==> src/verilog/fwiu_defs.svh <==
// Purpose: Constants for the FIFO water-level and event-flag unit
// Assumes: Included by its bare name from the top module and the bench
// Notes:   Offsets are serial-port register addresses (6 bits)
`ifndef FWIU_DEFS_SVH
`define FWIU_DEFS_SVH

// Serial port modes and FIFO trailers
`define FWIU_MODE_WRITE     2'h0
`define FWIU_MODE_READ      2'h1
`define FWIU_MODE_FIFO      2'h2
`define FWIU_MODE_DIRECT    2'h3
`define FWIU_TRAILER_LOAD   6'h00
`define FWIU_TRAILER_FREAD  6'h3f

// Register addresses
`define FWIU_ADDR_CFG       6'h09
`define FWIU_ADDR_MASK_MAIN 6'h14
`define FWIU_ADDR_MASK_TP   6'h15
`define FWIU_ADDR_MASK_EW   6'h16
`define FWIU_ADDR_MAIN      6'h17
`define FWIU_ADDR_TP        6'h18
`define FWIU_ADDR_EW        6'h19
`define FWIU_ADDR_ST1       6'h1a
`define FWIU_ADDR_ST2       6'h1b

// Reset values
`define FWIU_CFG_RST        8'h00
`define FWIU_MASK_RST       8'h00

// Field positions
`define FWIU_CFG_WL_RX      0
`define FWIU_CFG_WL_TX      1
`define FWIU_ST2_OVF        7
`define FWIU_ST2_UDF        6
`define FWIU_ST2_INCOMPLETE 5
`define FWIU_ST2_BITS_LSB   2
`define FWIU_ST2_PARITY     1

// FIFO sizing and water levels
`define FWIU_FIFO_DEPTH     7'h60
`define FWIU_PTR_LAST       7'h5f
`define FWIU_WL_RX0         7'h40
`define FWIU_WL_RX1         7'h50
`define FWIU_WL_TX0         7'h20
`define FWIU_WL_TX1         7'h10
`define FWIU_TX_LOW         7'h04
`define FWIU_BUF_DEPTH      8

`endif

==> src/verilog/fwiu_pkg.sv <==
// Purpose: Types for the FIFO water-level and event-flag unit
// Assumes: Nothing
// Notes:   Constants live in fwiu_defs.svh
package fwiu_pkg;

  typedef logic [7:0] fwiu_byte_t;

  typedef enum logic [5:0] {
    SP_CMD    = 6'h01,
    SP_WRITE  = 6'h02,
    SP_READ   = 6'h04,
    SP_LOAD   = 6'h08,
    SP_FREAD  = 6'h10,
    SP_IGNORE = 6'h20
  } fwiu_spi_state_t;

endpackage

==> src/verilog/fwiu_top.sv <==
// Purpose: Shared 96-byte FIFO, water-level events, status and event flags
// Assumes: Serial-port pins sampled directly on ref_clk, which far outruns SCLK
// Notes:   Flag registers clear at the end of their serial read byte
//
// Behaviour
// - Any event sets its flag in the main or an auxiliary flag register; an unmasked one raises irq.
// - Main flags: six direct sources plus two pointers to auxiliary flag registers.
// - Reading a flag register clears it, except the two pointer bits.
// - A pointer bit stays set until its auxiliary register has been read.
// - Irq falls only after every unmasked pending flag has been read.
// - A masked source still sets its flag but does not raise irq.
// - Provide one 96-byte FIFO shared by transmit and receive data.
// - Transmit feeds FIFO bytes to framer; receive stores incoming bytes in FIFO.
// - Transmit water event when count falls from level+1 to level, frame incomplete.
// - Receive water event when count rises from level-1 to level.
// - Short transmit load, frame incomplete: water event when count drops below 4.
// - No water events while the serial port is in FIFO load or read.
// - Two selectable water levels each for receive and transmit via config bits.
// - Reception start clears the FIFO and both FIFO status registers.
// - Status reports unread FIFO byte count, readable live during transfers.
// - Second status holds incomplete flag, 3-bit valid count, parity flag; read clears.
// - Overflow flag on any write to a full FIFO, receive or host load.
// - Underflow flag on any read from empty FIFO, host or transmitter.
// - FIFO access is mode 10 with trailer all zero load, all one read.
// - A FIFO byte aborted mid-shift stays unread and comes first next time.
`timescale 1ns/1ns
`default_nettype none
`include "fwiu_defs.svh"
module fwiu_top (
  input  wire logic                 ref_clk,
  input  wire logic                 reset,
  input  wire logic                 ss_n,
  input  wire logic                 sclk,
  input  wire logic                 mosi,
  output var  logic                 miso,
  output var  logic                 miso_oe,
  output var  logic                 irq,
  input  wire logic [4:0]           main_evt,
  input  wire logic [7:0]           tp_evt,
  input  wire logic [7:0]           ew_evt,
  input  wire logic                 rx_active,
  input  wire logic                 rx_start,
  input  wire logic                 rx_byte_valid,
  input  wire fwiu_pkg::fwiu_byte_t rx_byte,
  input  wire logic                 rx_last_set,
  input  wire logic                 rx_last_incomplete,
  input  wire logic [2:0]           rx_last_bits,
  input  wire logic                 rx_last_parity,
  input  wire logic                 tx_active,
  input  wire logic                 tx_start,
  input  wire logic                 tx_frame_loaded,
  input  wire logic                 tx_ready,
  output wire fwiu_pkg::fwiu_byte_t tx_data,
  output wire logic                 tx_valid
);
  import fwiu_pkg::*;

  ////////////////////////////////////////////////////////////////////////////
  // Serial port front end

  fwiu_spi_state_t state_q;
  fwiu_spi_state_t state_d;
  logic            sclk_prev_q;
  logic [2:0]      bit_cnt_q;
  logic [6:0]      sh_in_q;
  logic [6:0]      sh_out_q;
  logic [5:0]      addr_q;
  logic            fread_empty_q;

  wire        sclk_fall = ~ss_n & sclk_prev_q & ~sclk;
  wire        sclk_rise = ~ss_n & ~sclk_prev_q & sclk;
  wire [7:0]  byte_in   = {sh_in_q, mosi};
  wire        byte_done = sclk_fall & (bit_cnt_q == 3'h7);
  wire [1:0]  cmd_mode  = byte_in[7:6];
  wire [5:0]  cmd_trail = byte_in[5:0];
  wire        in_cmd    = (state_q == SP_CMD);
  wire        in_write  = (state_q == SP_WRITE);
  wire        in_read   = (state_q == SP_READ);
  wire        in_load   = (state_q == SP_LOAD);
  wire        in_fread  = (state_q == SP_FREAD);
  wire        reg_done  = byte_done & in_read;
  wire        wr_reg    = byte_done & in_write;
  wire        ld_push   = byte_done & in_load;
  wire        out_load  = sclk_rise & (bit_cnt_q == 3'h0) & (in_read | in_fread);

  always_comb begin
    state_d = state_q;
    if (byte_done && in_cmd) begin
      unique case (cmd_mode)
        `FWIU_MODE_WRITE:  state_d = SP_WRITE;
        `FWIU_MODE_READ:   state_d = SP_READ;
        `FWIU_MODE_DIRECT: state_d = SP_CMD; // Immediate commands may chain
        `FWIU_MODE_FIFO: begin
          if (cmd_trail == `FWIU_TRAILER_LOAD) begin
            state_d = SP_LOAD;
          end else if (cmd_trail == `FWIU_TRAILER_FREAD) begin
            state_d = SP_FREAD;
          end else begin
            state_d = SP_IGNORE;
          end
        end
      endcase
    end
  end

  // Select high holds the port in reset; FIFO mode lasts until then
  always_ff @(posedge ref_clk) begin
    if (reset || ss_n) begin
      state_q   <= SP_CMD;
      bit_cnt_q <= 3'h0;
      sh_in_q   <= 7'h00;
    end else begin
      state_q <= state_d;
      if (sclk_fall) begin
        bit_cnt_q <= bit_cnt_q + 3'h1;
        sh_in_q   <= byte_in[6:0];
      end
    end
  end

  always_ff @(posedge ref_clk) begin
    if (reset) begin
      sclk_prev_q <= 1'b0;
      addr_q      <= 6'h00;
    end else begin
      sclk_prev_q <= sclk;
      if (byte_done && in_cmd) begin
        addr_q <= cmd_trail;
      end else if (byte_done && (in_read || in_write)) begin
        addr_q <= addr_q + 6'h01;
      end
    end
  end

  ////////////////////////////////////////////////////////////////////////////
  // Byte store, pointers and occupancy

  logic [6:0] wr_ptr_q;
  logic [6:0] rd_ptr_q;
  logic [6:0] count_q;
  logic       rd_stable_q;
  fwiu_byte_t mem_rdata;
  wire        buf_in_ready;

  function automatic logic [6:0] ptr_next(input logic [6:0] p);
    ptr_next = (p == `FWIU_PTR_LAST) ? 7'h00 : p + 7'h01;
  endfunction

  wire        fifo_empty = (count_q == 7'h00);
  wire        fifo_full  = (count_q == `FWIU_FIFO_DEPTH);
  wire        fifo_clr   = rx_start;
  wire        wr_req     = rx_byte_valid | ld_push;
  wire        push_ok    = wr_req & ~fifo_full;
  wire        ovf_evt    = wr_req & fifo_full;
  fwiu_byte_t wr_data;
  assign wr_data = rx_byte_valid ? rx_byte : byte_in;

  // Host pops only once the whole byte has left, so an aborted byte stays
  wire host_pop  = byte_done & in_fread & ~fread_empty_q;
  wire host_udf  = byte_done & in_fread & fread_empty_q;
  // Read data lags the pointer one cycle, so fetch only when it has settled
  wire tx_pop    = tx_active & ~in_fread & buf_in_ready & rd_stable_q & ~fifo_empty;
  wire pop       = host_pop | tx_pop;
  wire tx_udf    = tx_active & tx_ready & ~tx_valid & fifo_empty & ~tx_frame_loaded;

  logic [6:0] count_d;
  assign count_d = fifo_clr ? 7'h00
                 : count_q + {6'h00, push_ok} - {6'h00, pop};

  always_ff @(posedge ref_clk) begin
    if (reset || fifo_clr) begin
      wr_ptr_q <= 7'h00;
      rd_ptr_q <= 7'h00;
    end else begin
      if (push_ok) begin
        wr_ptr_q <= ptr_next(wr_ptr_q);
      end
      if (pop) begin
        rd_ptr_q <= ptr_next(rd_ptr_q);
      end
    end
  end

  always_ff @(posedge ref_clk) begin
    if (reset) begin
      count_q     <= 7'h00;
      rd_stable_q <= 1'b0;
    end else begin
      count_q     <= count_d;
      rd_stable_q <= ~pop & ~push_ok & ~fifo_clr;
    end
  end

  fwiu_mem u_mem (
    .ref_clk (ref_clk),
    .we      (push_ok),
    .waddr   (wr_ptr_q),
    .wdata   (wr_data),
    .raddr   (rd_ptr_q),
    .rdata_q (mem_rdata)
  );

  fwiu_buf #(
    .WIDTH (8),
    .DEPTH (`FWIU_BUF_DEPTH)
  ) u_buf (
    .ref_clk   (ref_clk),
    .reset     (reset),
    .flush     (tx_start),
    .in_valid  (tx_pop),
    .in_ready  (buf_in_ready),
    .in_data   (mem_rdata),
    .out_valid (tx_valid),
    .out_ready (tx_ready),
    .out_data  (tx_data)
  );

  ////////////////////////////////////////////////////////////////////////////
  // Water-level detection

  logic [7:0] cfg_q;
  logic [6:0] load_total_q;

  wire [6:0] wl_rx = cfg_q[`FWIU_CFG_WL_RX] ? `FWIU_WL_RX1 : `FWIU_WL_RX0;
  wire [6:0] wl_tx = cfg_q[`FWIU_CFG_WL_TX] ? `FWIU_WL_TX1 : `FWIU_WL_TX0;
  wire tx_cross = (count_q == wl_tx + 7'h01) & (count_d == wl_tx);
  wire tx_low   = (load_total_q < wl_tx) & (count_q == `FWIU_TX_LOW)
                & (count_d == `FWIU_TX_LOW - 7'h01);
  wire rx_cross = (count_q == wl_rx - 7'h01) & (count_d == wl_rx);
  wire spi_fifo = in_load | in_fread;
  wire wl_evt   = ~spi_fifo
                & ((tx_active & ~tx_frame_loaded & (tx_cross | tx_low))
                 | (rx_active & rx_cross));

  // Counts host loads per frame to spot a load shorter than the level
  always_ff @(posedge ref_clk) begin
    if (reset || tx_start) begin
      load_total_q <= 7'h00;
    end else if (ld_push && load_total_q != 7'h7f) begin
      load_total_q <= load_total_q + 7'h01;
    end
  end

  ////////////////////////////////////////////////////////////////////////////
  // Event flags, masks and interrupt

  logic [5:0] main_src_q;
  logic       ptr_tp_q;
  logic       ptr_ew_q;
  logic [7:0] tp_q;
  logic [7:0] ew_q;
  logic [7:0] mask_main_q;
  logic [7:0] mask_tp_q;
  logic [7:0] mask_ew_q;
  logic       irq_q;

  wire rd_main = reg_done & (addr_q == `FWIU_ADDR_MAIN);
  wire rd_tp   = reg_done & (addr_q == `FWIU_ADDR_TP);
  wire rd_ew   = reg_done & (addr_q == `FWIU_ADDR_EW);
  wire rd_st2  = reg_done & (addr_q == `FWIU_ADDR_ST2);
  wire [5:0] main_set = {wl_evt, main_evt};

  // Set beats clear so an event landing on the read is kept
  always_ff @(posedge ref_clk) begin
    if (reset) begin
      main_src_q <= 6'h00;
      tp_q       <= 8'h00;
      ew_q       <= 8'h00;
      ptr_tp_q   <= 1'b0;
      ptr_ew_q   <= 1'b0;
    end else begin
      main_src_q <= (main_src_q & ~{6{rd_main}}) | main_set;
      tp_q       <= (tp_q & ~{8{rd_tp}}) | tp_evt;
      ew_q       <= (ew_q & ~{8{rd_ew}}) | ew_evt;
      ptr_tp_q   <= (ptr_tp_q & ~rd_tp) | (|tp_evt);
      ptr_ew_q   <= (ptr_ew_q & ~rd_ew) | (|ew_evt);
    end
  end

  // Pointer bits add nothing here: their auxiliary flags carry the request
  wire irq_d = (|(main_src_q & ~mask_main_q[7:2]))
             | (|(tp_q & ~mask_tp_q))
             | (|(ew_q & ~mask_ew_q));

  always_ff @(posedge ref_clk) begin
    if (reset) begin
      irq_q <= 1'b0;
    end else begin
      irq_q <= irq_d;
    end
  end

  ////////////////////////////////////////////////////////////////////////////
  // Second status register

  logic       ovf_q;
  logic       udf_q;
  logic       lb_incomplete_q;
  logic [2:0] last_byte_valid_bit_count_q;
  logic       last_byte_parity_flag_q;
  wire        st2_clr = rd_st2 | fifo_clr;

  always_ff @(posedge ref_clk) begin
    if (reset) begin
      ovf_q <= 1'b0;
      udf_q <= 1'b0;
    end else begin
      ovf_q <= (ovf_q & ~st2_clr) | ovf_evt;
      udf_q <= (udf_q & ~st2_clr) | host_udf | tx_udf;
    end
  end

  always_ff @(posedge ref_clk) begin
    if (reset) begin
      lb_incomplete_q             <= 1'b0;
      last_byte_valid_bit_count_q <= 3'h0;
      last_byte_parity_flag_q     <= 1'b0;
    end else if (rx_last_set) begin
      lb_incomplete_q             <= rx_last_incomplete;
      last_byte_valid_bit_count_q <= rx_last_bits;
      last_byte_parity_flag_q     <= rx_last_parity;
    end else if (st2_clr) begin
      lb_incomplete_q             <= 1'b0;
      last_byte_valid_bit_count_q <= 3'h0;
      last_byte_parity_flag_q     <= 1'b0;
    end
  end

  ////////////////////////////////////////////////////////////////////////////
  // Register write and readback

  always_ff @(posedge ref_clk) begin
    if (reset) begin
      cfg_q       <= `FWIU_CFG_RST;
      mask_main_q <= `FWIU_MASK_RST;
      mask_tp_q   <= `FWIU_MASK_RST;
      mask_ew_q   <= `FWIU_MASK_RST;
    end else if (wr_reg) begin
      if (addr_q == `FWIU_ADDR_CFG) begin
        cfg_q <= byte_in;
      end
      if (addr_q == `FWIU_ADDR_MASK_MAIN) begin
        mask_main_q <= byte_in;
      end
      if (addr_q == `FWIU_ADDR_MASK_TP) begin
        mask_tp_q <= byte_in;
      end
      if (addr_q == `FWIU_ADDR_MASK_EW) begin
        mask_ew_q <= byte_in;
      end
    end
  end

  fwiu_byte_t st2_val;
  fwiu_byte_t reg_rdata;
  fwiu_byte_t out_val;
  assign st2_val = {ovf_q, udf_q, lb_incomplete_q, last_byte_valid_bit_count_q,
                    last_byte_parity_flag_q, 1'b0};
  // Unmapped addresses read as zero
  assign reg_rdata =
      (addr_q == `FWIU_ADDR_CFG)       ? cfg_q :
      (addr_q == `FWIU_ADDR_MASK_MAIN) ? mask_main_q :
      (addr_q == `FWIU_ADDR_MASK_TP)   ? mask_tp_q :
      (addr_q == `FWIU_ADDR_MASK_EW)   ? mask_ew_q :
      (addr_q == `FWIU_ADDR_MAIN)      ? {main_src_q, ptr_tp_q, ptr_ew_q} :
      (addr_q == `FWIU_ADDR_TP)        ? tp_q :
      (addr_q == `FWIU_ADDR_EW)        ? ew_q :
      (addr_q == `FWIU_ADDR_ST1)       ? {1'b0, count_q} :
      (addr_q == `FWIU_ADDR_ST2)       ? st2_val : 8'h00;
  assign out_val = in_fread ? (fifo_empty ? 8'h00 : mem_rdata) : reg_rdata;

  // Output byte is captured at the first rising SCLK of each byte,
  // long after the previous pop, so the store's read data has settled
  always_ff @(posedge ref_clk) begin
    if (reset || ss_n) begin
      sh_out_q      <= 7'h00;
      fread_empty_q <= 1'b0;
      miso_oe       <= 1'b0;
      miso          <= 1'b0;
    end else if (sclk_rise && (in_read || in_fread)) begin
      miso_oe <= 1'b1;
      if (out_load) begin
        miso          <= out_val[7];
        sh_out_q      <= out_val[6:0];
        fread_empty_q <= in_fread & fifo_empty;
      end else begin
        miso     <= sh_out_q[6];
        sh_out_q <= {sh_out_q[5:0], 1'b0};
      end
    end
  end

  assign irq = irq_q;

endmodule
`default_nettype wire

==> src/verilog/fwiu_mem.sv <==
// Purpose: 96-byte storage for the shared transmit/receive FIFO
// Assumes: One write and one read port, single clock
// Notes:   Read data is registered, one cycle behind the address
`timescale 1ns/1ns
`default_nettype none
module fwiu_mem (
  input  wire logic               ref_clk,
  input  wire logic               we,
  input  wire logic [6:0]         waddr,
  input  wire fwiu_pkg::fwiu_byte_t wdata,
  input  wire logic [6:0]         raddr,
  output var  fwiu_pkg::fwiu_byte_t rdata_q
);
  import fwiu_pkg::*;

  fwiu_byte_t mem [0:95];

  always_ff @(posedge ref_clk) begin
    if (we) begin
      mem[waddr] <= wdata;
    end
    rdata_q <= mem[raddr];
  end

endmodule
`default_nettype wire

==> src/verilog/fwiu_buf.sv <==
// Purpose: Small staging FIFO between the byte store and the framer
// Assumes: Power-of-two depth not required
// Notes:   Output stage is a register so the consumer sees flop outputs
`timescale 1ns/1ns
`default_nettype none
module fwiu_buf #(
  parameter int WIDTH = 8,
  parameter int DEPTH = 8
) (
  input  wire logic             ref_clk,
  input  wire logic             reset,
  input  wire logic             flush,
  input  wire logic             in_valid,
  output wire logic             in_ready,
  input  wire logic [WIDTH-1:0] in_data,
  output var  logic             out_valid,
  input  wire logic             out_ready,
  output var  logic [WIDTH-1:0] out_data
);
  localparam int AW = (DEPTH > 1) ? $clog2(DEPTH) : 1;
  localparam int CW = $clog2(DEPTH + 1);

  logic [WIDTH-1:0] arr [0:DEPTH-1];
  logic [AW-1:0]    wr_q;
  logic [AW-1:0]    rd_q;
  logic [CW-1:0]    cnt_q;
  wire              push = in_valid & in_ready;
  wire              load = (~out_valid | out_ready) & (cnt_q != '0);

  function automatic logic [AW-1:0] wrap(input logic [AW-1:0] i);
    wrap = (i == AW'(DEPTH - 1)) ? '0 : i + 1'b1;
  endfunction

  assign in_ready = (cnt_q != CW'(DEPTH));

  always_ff @(posedge ref_clk) begin
    if (push) begin
      arr[wr_q] <= in_data;
    end
  end

  always_ff @(posedge ref_clk) begin
    if (reset || flush) begin
      wr_q      <= '0;
      rd_q      <= '0;
      cnt_q     <= '0;
      out_valid <= 1'b0;
      out_data  <= '0;
    end else begin
      if (push) begin
        wr_q <= wrap(wr_q);
      end
      if (load) begin
        rd_q     <= wrap(rd_q);
        out_data <= arr[rd_q];
      end
      if (load) begin
        out_valid <= 1'b1;
      end else if (out_ready) begin
        out_valid <= 1'b0;
      end
      cnt_q <= cnt_q + CW'(push) - CW'(load);
    end
  end

endmodule
`default_nettype wire

==> config.mk <==
export PLATFORM = sky130hd
export DESIGN_NAME = fwiu_top
export DESIGN_NICKNAME = d
export VERILOG_FILES = /design/src/verilog/fwiu_pkg.sv /design/src/verilog/fwiu_top.sv /design/src/verilog/fwiu_mem.sv /design/src/verilog/fwiu_buf.sv
export VERILOG_INCLUDE_DIRS = /design/src /design/src/verilog
export SDC_FILE = /design/constraint.sdc
export NUM_CORES = 1
export LEC_CHECK = 0
export ABC_AREA = 1
export BUFFER_PORTS_ARGS = -buffer_cell sky130_fd_sc_hd__buf_2
export CAP_MARGIN = 40
export CORE_ASPECT_RATIO = 1.5
export CORE_MARGIN = 3
export CORE_UTILIZATION = 57
export DETAILED_ROUTE_END_ITERATION = 7
export GPL_TIMING_DRIVEN = 0
export HOLD_SLACK_MARGIN = 0.15
export PLACE_DENSITY = 0.76
export SLEW_MARGIN = 15
export SYNTH_ARGS = -nofsm -noshare
export SYNTH_HDL_FRONTEND = slang
export SYNTH_SLANG_ARGS = --single-unit
==> constraint.sdc <==
create_clock -name ref_clk -period 6.31 [get_ports ref_clk]
set_clock_uncertainty 0.15 [all_clocks]
set_input_delay 1.262 -clock ref_clk [delete_from_list [all_inputs] [get_ports ref_clk]]
set_output_delay 1.262 -clock ref_clk [all_outputs]
set_load 0.01 [all_outputs]
# Word-level counts from Yosys, hierarchy flattened
# Memories as Yosys holds them, arrays and structs flattened. A register that Yosys moved wholly into a read port is not among the register bits.
# Index checks and enable logic that the tools add are counted.
# word_totals
register_bits,137
ram_bits,832
wordCells,235
memories,2
# op_classes
n_addsub,13
n_lt_le_gt_ge,1
n_eq_ne,32
muxes,37
bitwise,90
n_reduce_logical,27
# memory_table
memory,depth,width,rd,rd_clocked_by_memory_dff,wr,line_no,text
u_mem.mem,96,8,1,1,1,fwiu_mem.sv:16,fwiu_byte_t mem [0:95];
u_buf.arr,8,8,1,1,1,fwiu_buf.sv:23,logic [WIDTH-1:0] arr [0:DEPTH-1];
# op_table
op,n
8-bit two-way mux,12
6-bit by 5-bit equality test with 1-bit output (second input constant),9
1-bit AND,44
8-bit AND,4
8-bit inverter,4
8-bit OR reduction,4
6-bit two-way mux,5
7-bit two-way mux,4
6-bit one-hot mux with 4 select lines,1
7-bit by 1-bit adder with 7-bit output (second input constant),3
7-bit equality test,3
7-bit equality test (second input constant),3
1-bit inverter,16
8-bit bitwise OR,2
1-bit bitwise OR,15
6-bit AND,2
6-bit by 4-bit equality test with 1-bit output (second input constant),2
3-bit two-way mux,4
6-bit inverter,2
1-bit two-way mux,10
2-bit AND reduction,5
3-bit by 1-bit adder with 3-bit output (second input constant),3
3-bit equality test (second input constant),3
6-bit by 1-bit adder with 7-bit output (second input constant),1
29 further kinds,39

# Longest topological paths before layout
# Gate-level depths: netlist of the first run.
# logic_depth
word_depth,17
mapped_depth,25
depth_no_buf,25

# By module
# Synthesis of the first run repeated with hierarchy kept, for this count alone.
# unflattened
cells_unflattened,3988
area_unflattened_um2,41891.4
# modules_own_cells
module,n_inst,cells_per_inst,area_per_inst_um2,seq_area_each_um2
fwiu_mem,1,2674,31684.1,23222.3
fwiu_top,1,949,6572.6,2522.4
fwiu_buf,1,365,3634.7,2302.2

# Worst setup path before layout of the first run
# OpenSTA, ideal clock, no wires.
# synth_path
path_kind,input to register
from,input rx_byte_valid
to,memory u_mem.mem[0][5] (netlist name) (data pin)
setup_ns,0.950
arrival_time_ns,5.238
setup_slack_ns,-0.028
stages,2
cell_sequence,clkbuf_1 o21ai_0
# synth_via
elab_chain_cells,1
# synth_rtl
item,line_no,text
from (decl),fwiu_top.sv:43,"input wire logic rx_byte_valid,"
8-bit two-way mux,fwiu_top.sv:156,assign wr_data = rx_byte_valid ? rx_byte : byte_in;
net u_mem.wdata[5],fwiu_mem.sv:10,"input wire fwiu_pkg::fwiu_byte_t wdata,"
to (decl),fwiu_mem.sv:16,
# The timed path passes the listed nets, and every way through them passes these cells.

# Worst setup path after layout of the first run
# layout_path
from,register count_q[4]
to,register main_src_q[5]
# layout_via
elab_chain_cells,13
word_cells_on_any_way,26
cone_classes,2 x add/sub; 7 x eq/ne; 1 x mux; 15 x bitwise; 1 x reduce/logical
# layout_rtl
item,line_no,text
from (decl),fwiu_top.sv:140,logic [6:0] count_q;
from (signal assigned),fwiu_top.sv:189,count_q <= count_d;
7-bit zero test (*),fwiu_top.sv:149,wire fifo_empty = (count_q == 7'h00);
1-bit inverter (*),fwiu_top.sv:162,wire tx_pop = tx_active & ~in_fread & buf_in_ready & rd_stable_q & ~fifo_empty;
1-bit AND (*),fwiu_top.sv:162,
1-bit bitwise OR (*),fwiu_top.sv:163,wire pop = host_pop | tx_pop;
net pop,fwiu_top.sv:163,
7-bit by 1-bit subtractor with 7-bit output (*),fwiu_top.sv:168,": count_q + {6'h00, push_ok} - {6'h00, pop};"
7-bit two-way mux (*),fwiu_top.sv:167,assign count_d = fifo_clr ? 7'h00
7-bit by 6-bit equality test with 1-bit output / 7-bit by 2-bit equality test with 1-bit output (equally long branches),"fwiu_top.sv:226, fwiu_top.sv:228",
"1-bit AND, on equally long branches","fwiu_top.sv:226, fwiu_top.sv:227",
1-bit bitwise OR,fwiu_top.sv:232,& ((tx_active & ~tx_frame_loaded & (tx_cross | tx_low))
1-bit AND,fwiu_top.sv:232,
1-bit bitwise OR (*),fwiu_top.sv:233,| (rx_active & rx_cross));
1-bit AND (*),fwiu_top.sv:232,
6-bit bitwise OR (*),fwiu_top.sv:272,main_src_q <= (main_src_q & ~{6{rd_main}}) | main_set;
to (signal assigned),fwiu_top.sv:272,
to (decl),fwiu_top.sv:247,logic [5:0] main_src_q;
# Mark *: on every way through the listed nets, which the timed path passes. The rest lies on a longest branch.
# A chain may end at the register's enable or synchronous reset.

==> flow_metrics.env, run 1 <==
export IMPL_die_h_um=332
export IMPL_synth_cell_types=58
export IMPL_cts_reportedPaths_clkPinSlew_ns=0.07
export IMPL_drt_first_pass_iters=8
export IMPL_slew_violations=0
export IMPL_grt_start_max_net_pins=36
export IMPL_cts_buffers_inserted=90
export IMPL_fp_dieW_um=223
export IMPL_dp_cells=4493
export IMPL_fin_cells=4679
export IMPL_cp_top_family="simple AND/OR/NAND/NOR gates"
export IMPL_drt_first_iter_violations=3962
export IMPL_crit_path_max_fanout=7
export IMPL_avgSynthCellArea_um2=11.6
export IMPL_layout_drive_gt1_share_pct=11.2
export IMPL_hpwl_mm=87.6
export IMPL_yosysWarningCount=0
export IMPL_gp_congestion=0.994
export IMPL_cp_startpoint="count_q[4]"
export IMPL_setup_viol=0
export IMPL_start_kind="register"
export IMPL_fmax_mhz=237
export IMPL_multiInputGateArea_mm2=0.0110
export IMPL_synth_most_common_cell="edfxtp_1"
export IMPL_hold_path_cell_count=2
export IMPL_h_tree_depth=3
export IMPL_ir_worst_vdd_uv=227
export IMPL_cts_resized_gates=0
export IMPL_synth_nets=3565
export IMPL_synth_common_cells="edfxtp_1, nor2_1, o21ai_0, nand2_1, a21oi_1"
export IMPL_power_w=0.0136
export IMPL_hold_path_startpoint="mask_main_q[0]"
export IMPL_synth_edf_count=832
export IMPL_clock_latency_ns=0.69
export IMPL_hold_violations=0
export IMPL_relSlewSlack_pct=37.4
export IMPL_dp_slack_ns=1.54
export IMPL_fin_crit_sh_pct=66.7
export IMPL_dieArea_mm2=0.0742
export IMPL_reg2regPathDepth=20
export IMPL_worst_slack_ns=2.10
export IMPL_numPortBuffers=57
export IMPL_utilization_pct=65.8
export IMPL_vias=30100
export IMPL_wire_per_inst_um=27.1
export IMPL_fill_cells=5148
export IMPL_synth_ff_type="edfxtp_1"
export IMPL_path_class="register to register"
export IMPL_cts_buffer_depth=3
export IMPL_num_nets_final=3786
export IMPL_syn_area_mm2=0.0404
export IMPL_cts_num_sinks=985
export IMPL_crit_top_cell="nand3_1"
export IMPL_worstReg2RegStart="count_q[4]"
export IMPL_yosys_area_top_type_share_pct=61.8
export IMPL_grt_pass1_vias=29300
export IMPL_synth_area_leader_cell="edfxtp_1"
export IMPL_worstPathRequired_ns=6.68
export IMPL_syn_inst=3483
export IMPL_hold_path_end="mask_main_q[0]"
export IMPL_initial_utilization_pct=58.0
export IMPL_leakage_nw=15.7
export IMPL_row_count=118
export IMPL_synth_async_reset_ratio_pct=0
export IMPL_placed_area_mm2=0.0427
export IMPL_ys_ff_latch=985
export IMPL_vias_per_cell=6.43
export IMPL_hold_buffers=0
export IMPL_slowest_stage="dfxtp_1"
export IMPL_track_usage_pct=33.8
export IMPL_areaGrowthSynthToFinish_pct=13.5
export IMPL_r2r_slack_ns=2.10
export IMPL_maxCapViolCount=0
export IMPL_antenna_left=0
export IMPL_grt_pass1_wl_mm=185
export IMPL_antenna_found_initial=1
export IMPL_status="completed"
export IMPL_cts_tree="done"
export IMPL_wl_mm=127
export IMPL_seq_area_frac_synth_pct=69.4
export IMPL_end_kind="register"
export IMPL_worst_pin_slew_ns=0.939
export IMPL_arrival_ns=4.59
export IMPL_core_area_mm2=0.0697
export IMPL_hold_path_class="register to register"
export IMPL_root_buffer="clkbuf_16"
export IMPL_post_cts_buffers=0
export IMPL_r2r_end="main_src_q[5]"
export IMPL_grt_overflow=0
export IMPL_cp_cell_sequence="inv_1 -> ha_1 -> nand3_1 -> nor2_1 -> nor3_4 -> inv_2 -> nand2_4 -> inv_1 -> ha_1 -> ha_1 -> fa_1 -> nand3_1 -> nand3_1 -> nand3_1 -> nand2_1 -> or2_2 -> nand3_1 -> o21ai_0 -> nand2_1 -> a21oi_1"
export IMPL_max_stage_delay_ns=0.48
export IMPL_io_pins=59
export IMPL_seq_area_mm2=0.0280
export IMPL_synth_area_leaders="edfxtp_1, dfxtp_1, o21ai_0, nor2_1, nand2_1"
export IMPL_fin_crit_ns=4.21
export IMPL_drc_errors=0
export IMPL_crit_buf_inv=3
export IMPL_final_area_mm2=0.0459
export IMPL_rsz0062_at_grt="no"
export IMPL_power_density_mw_per_mm2=297
==> routing by layer <==
metal | vias up | part of all wire (%) | global-route usage [%]
li1 | 13100 | - | -
met1 | 14300 | 31 | 36.7
met2 | 2079 | 49 | 57.7
met3 | 563 | 9.5 | 6.62
met4 | 0 | 9.8 | 27.1
met5 | - | 0 | 0
==> registers in the layout (all words and copies together), names as in the netlist, 8 cells and up <==
signal	cells
u_mem.rdata_q	8
u_buf.arr	64
u_buf.out_data	8
tp_q	8
mask_tp_q	8
mask_main_q	8
ew_q	8
mask_ew_q	8
u_mem.mem	768
cfg_q	8
==> power by group <==
part           internal (W)  switching (W)  leakage [nW]
logic              0.000269       0.000598          5.40
registers           0.00712      0.0000536          8.82
clock network       0.00316        0.00243          1.44
total                0.0105        0.00308          15.7
==> metrics by stage <==
stage / setup TNS [ns] / hold slack, ns
after CTS: 0 / 0.300
after detailed placement: 0 / 0.292
after floorplan: -5.32 / 0.274
final: 0 / 0.310
after global placement: -3961.39 / 0.285
after global routing: 0 / 0.339
==> worst min-delay path: stages (launching register included) <==
cell	delay, ns
dfxtp_1	0.30
inv_1	0.06
a21oi_1	0.05
==> logic make-up (layout without fill, tap and decap cells) <==
kind of cell             Yosys count  after routing  synth area share, %
other                              0              1                    0
AO/OA/AOI/OAI                    917            917                 13.0
multiplexers                       8              8                0.198
AND/OR/NAND/NOR                 1188           1188                 12.5
flip-flops                       985            985                 69.4
XOR/XNOR                           4              4               0.0867
adder cells (fa/ha/maj)           35             35                 1.12
buffers and inverters            346            641                 3.59
==> cell type report <==
type	instances	area share, %
antenna	1	0.00546
buffer	198	1.94
clock buffer	118	5.33
clock inverter	48	1.17
inverter	148	1.22
multi-input combinational	2152	24.0
sequential	985	61.2
tap	900	2.46
timing repair buffer	129	2.75
==> worst max path at each step <==
stage	endpoint	slack, ns	cells after the start
2_1_floorplan	u_mem.mem[0][5]	-0.03	2
3_3_place_gp	u_mem.mem[10][3]	-5.94	2
3_5_place_dp	main_src_q[5]	1.54	21
4_1_cts	main_src_q[5]	2.11	20
5_1_grt	main_src_q[5]	1.73	20
6_report	main_src_q[5]	2.10	20
==> cells in the final DEF (no fill, tap or decap), types with 10 or more instances in the layout <==
| cell type | n |
|---|---|
| edfxtp_1 | 832 |
| nor2_1 | 621 |
| o21ai_0 | 473 |
| nand2_1 | 327 |
| a21oi_1 | 156 |
| dfxtp_1 | 153 |
| nand3_1 | 143 |
| clkbuf_1 | 135 |
| buf_2 | 129 |
| inv_1 | 120 |
| o22ai_1 | 120 |
| clkbuf_16 | 93 |
| o221ai_1 | 86 |
| buf_4 | 48 |
| o211ai_1 | 33 |
| ha_1 | 33 |
| nand4_1 | 29 |
| clkinv_1 | 19 |
| inv_2 | 18 |
| buf_16 | 15 |
| clkinv_2 | 14 |
| a31oi_1 | 11 |
| nor4_1 | 11 |
| nor2_2 | 10 |
| nor3_1 | 10 |
| bufinv_16 | 10 |
Note: power is estimated with default switching activity, not from simulation.
==> inputs of run 2 (changes only) <==
Settings changed: ABC_AREA 1 to 0, CORE_UTILIZATION 57 to 63, PLACE_DENSITY 0.76 to 0.8.
Clock period 6.31 ns to 3.9 ns, I/O delays scaled along.
==> run 2 against run 1 <==
Core utilization increased by 5.9 points. Maximum frequency increased by 9.9%. Combinational power increased by 40%. Flip-flop and latch count unchanged. Global-route usage decreased by 0.20 points. Critical endpoint is now u_mem.mem[84][7]. Sequential share of layout area increased by 1.3 points. Wire length decreased by 13%. Hold slack got worse by 0.11 ns. Critical path depth decreased by 9. Clock power increased by 54%.
==> flow_metrics.env, run 2 <==
export IMPL_status="completed"
export IMPL_h_tree_depth=3
export IMPL_hold_violations=0
export IMPL_syn_area_mm2=0.0401
export IMPL_fill_cells=3741
export IMPL_placed_area_mm2=0.0418
export IMPL_synth_async_reset_ratio_pct=0
export IMPL_grt_pass1_wl_mm=161
export IMPL_root_buffer="clkbuf_16"
export IMPL_fin_crit_ns=3.83
export IMPL_synth_area_leaders="edfxtp_1, mux4_2, dfxtp_1, mux2i_1, nor2_1"
export IMPL_maxCapViolCount=0
export IMPL_drt_first_pass_iters=7
export IMPL_grt_start_max_net_pins=69
export IMPL_antenna_found_initial=2
export IMPL_synth_fa_ha_area_share_pct=1.13
export IMPL_end_kind="register"
export IMPL_fmax_mhz=261
export IMPL_fin_crit_sh_pct=98.3
export IMPL_crit_buf_inv=4
export IMPL_final_area_mm2=0.0449
export IMPL_hold_slack_ns=0.199
export IMPL_cts_tree="done"
export IMPL_core_area_mm2=0.0626
export IMPL_crit_path_max_fanout=8
export IMPL_vias=24300
export IMPL_track_usage_pct=33.6
export IMPL_initial_utilization_pct=64.0
export IMPL_utilization_pct=71.7
export IMPL_synth_compound_area_share_pct=5.82
export IMPL_cts_num_sinks=985
export IMPL_die_h_um=315
export IMPL_hold_path_class="input port to register"
export IMPL_cts_buffers_inserted=86
export IMPL_grt_overflow=0
export IMPL_antennaDiodeCount=0
export IMPL_avgSynthCellArea_um2=16.4
export IMPL_cts_reportedPaths_clkPinSlew_ns=0.07
export IMPL_cts_buffer_depth=3
export IMPL_num_nets_final=2716
export IMPL_synth_area_leader_cell="edfxtp_1"
export IMPL_synth_mux_area_fraction_pct=13.5
export IMPL_hold_buffers=0
export IMPL_clock_latency_ns=0.66
export IMPL_power_w=0.0214
export IMPL_synth_most_common_cell="edfxtp_1"
export IMPL_row_count=112
export IMPL_arrival_ns=3.96
export IMPL_most_common_layout_cells="edfxtp_1, nor2_1, mux4_2, dfxtp_1, nand2_1"
export IMPL_io_pins=59
export IMPL_vias_per_cell=6.94
export IMPL_worstPathRequired_ns=4.03
export IMPL_antenna_left=0
export IMPL_ir_worst_vdd_uv=372
export IMPL_drc_errors=0
export IMPL_synth_ff_type="edfxtp_1"
export IMPL_synth_top_family_by_area="multiplexers"
export IMPL_synthXorXnorAreaFrac_pct=0.633
export IMPL_areaGrowthSynthToFinish_pct=12.1
export IMPL_wire_per_inst_um=31.6
export IMPL_reg_top3="u_mem.mem x768, u_buf.arr x64"
export IMPL_synth_cell_types=87
export IMPL_path_class="register to register"
export IMPL_dieArea_mm2=0.0668
export IMPL_numPortBuffers=54
export IMPL_start_kind="register"
export IMPL_cp_cell_sequence="ha_1 -> ha_2 -> nor4bb_4 -> a41o_4 -> buf_4 -> and3_1 -> buf_2 -> nand2_1 -> clkbuf_1 -> buf_6 -> nor2_1"
export IMPL_max_stage_delay_ns=0.59
export IMPL_synth_edf_count=832
export IMPL_relSlewSlack_pct=35.8
export IMPL_drt_first_iter_violations=3294
export IMPL_seq_area_frac_synth_pct=69.9
export IMPL_largest_reg_flops=768
export IMPL_leakage_nw=13.8
export IMPL_fp_dieW_um=212
export IMPL_slowest_stage="nor2_1"
export IMPL_yosysWarningCount=0
export IMPL_gp_congestion=1.11
export IMPL_syn_inst=2445
export IMPL_cp_top_family="simple AND/OR/NAND/NOR gates"
export IMPL_synth_common_cells="edfxtp_1, nor2_1, mux4_2, dfxtp_1, nand2_1"
export IMPL_power_density_mw_per_mm2=477
export IMPL_r2r_slack_ns=0.07
export IMPL_ys_ff_latch=985
export IMPL_synth_nets=2527
export IMPL_yosys_area_top_type_share_pct=62.3
export IMPL_slew_violations=0
export IMPL_rsz0062_at_grt="yes"
export IMPL_worst_pin_slew_ns=0.960
export IMPL_top_register="u_mem.mem"
export IMPL_hpwl_mm=74.1
export IMPL_setup_viol=0
export IMPL_final_common_cell="edfxtp_1"
export IMPL_yosys_area_share_simple_pct=6.75
export IMPL_wl_mm=111
export IMPL_grt_pass1_vias=24500
export IMPL_layout_drive_gt1_share_pct=20.3
==> run 2: cell count changes in the layout (fill, tap and decap cells not counted), sizes merged, moves of 49 or more <==
cell,delta
clkbuf,-49
inv,-95
mux2i,+97
nor2,-404
mux4,+190
nand2,-213
o22ai,-99
o21ai,-456
o221ai,-81
nand3,-101
==> run 2: worst paths after layout <==
path,startpoint,to,cells past startpoint
worst min register to register,cfg_q[5],cfg_q[5],2
worst min-delay path,main_evt[0],main_src_q[0],3
worst max-delay path,bit_cnt_q[1],u_mem.mem[84][7],11
worst max register to register,bit_cnt_q[1],u_mem.mem[84][7],11
==> run 2: final cells by class <==
type / count / area, µm² / area share (%)
Inverter: 48 / 180 / 0.401
Timing Repair Buffer: 102 / 793 / 1.77
Tap cell: 798 / 998 / 2.22
Clock buffer: 115 / 2420 / 5.38
Buffer: 140 / 699 / 1.56
Multi-Input combinational cell: 1271 / 11400 / 25.3
Sequential cell: 985 / 28100 / 62.4
Clock inverter: 43 / 404 / 0.899
==> run 2: worst reg2reg max path, delay by kind of cell (launching register included) <==
kind,cells,cell delay [ns]
simple gates,4,1.20
fa+ha+maj,2,0.35
flops,1,0.35
compound gates,1,0.32
buf+inv,4,1.09
==> run 2: cells by family (layout without fill, tap and decap cells) <==
kind of cell	count (synthesis)	after routing
flip-flops	985	985
AND/OR/NAND/NOR	563	563
AO/OA/AOI/OAI	341	341
multiplexers	303	303
buffers and inverters	189	448
adder cells (fa/ha/maj)	35	35
XOR/XNOR	29	29
==> run 2: power breakdown <==
part / internal (W) / total (W) / switching, W
Clock: 0.00483 / 0.00859 / 0.00376
Sequential: 0.0115 / 0.0116 / 0.000106
Combinational: 0.000473 / 0.00121 / 0.000742
Total: 0.0168 / 0.0214 / 0.00460
==> run 2: timing repair <==
item | 4_1_cts | 5_1_grt
setup buffers | 6 | 4
resized for setup | 13 | 23
pin swaps | 7 | 9
endpoints found under the setup margin | 26 | 10
==> run 2: stage by stage <==
step,std cells,setup TNS (ns),setup WS [ns]
6_report,3502,0,0.0663
5_1_grt,3502,-0.0133,-0.0133
4_1_cts,3483,0,0.0156
3_5_place_dp,3319,-41.39,-0.976
3_3_place_gp,3297,-75.76,-0.927
2_1_floorplan,2445,0,0.0122
==> run 2: layer usage <==
metal / routed length [µm] / vias to the layer above / part of all wire (%) / GRT usage, %
li1: - / 10000 / - / -
met1: 35400 / 12100 / 32 / 38.7
met2: 56400 / 1696 / 51 / 57.8
met3: 10200 / 470 / 9.2 / 6.17
met4: 8780 / 2 / 7.9 / 22.0
met5: 13 / - / 0.012 / 0
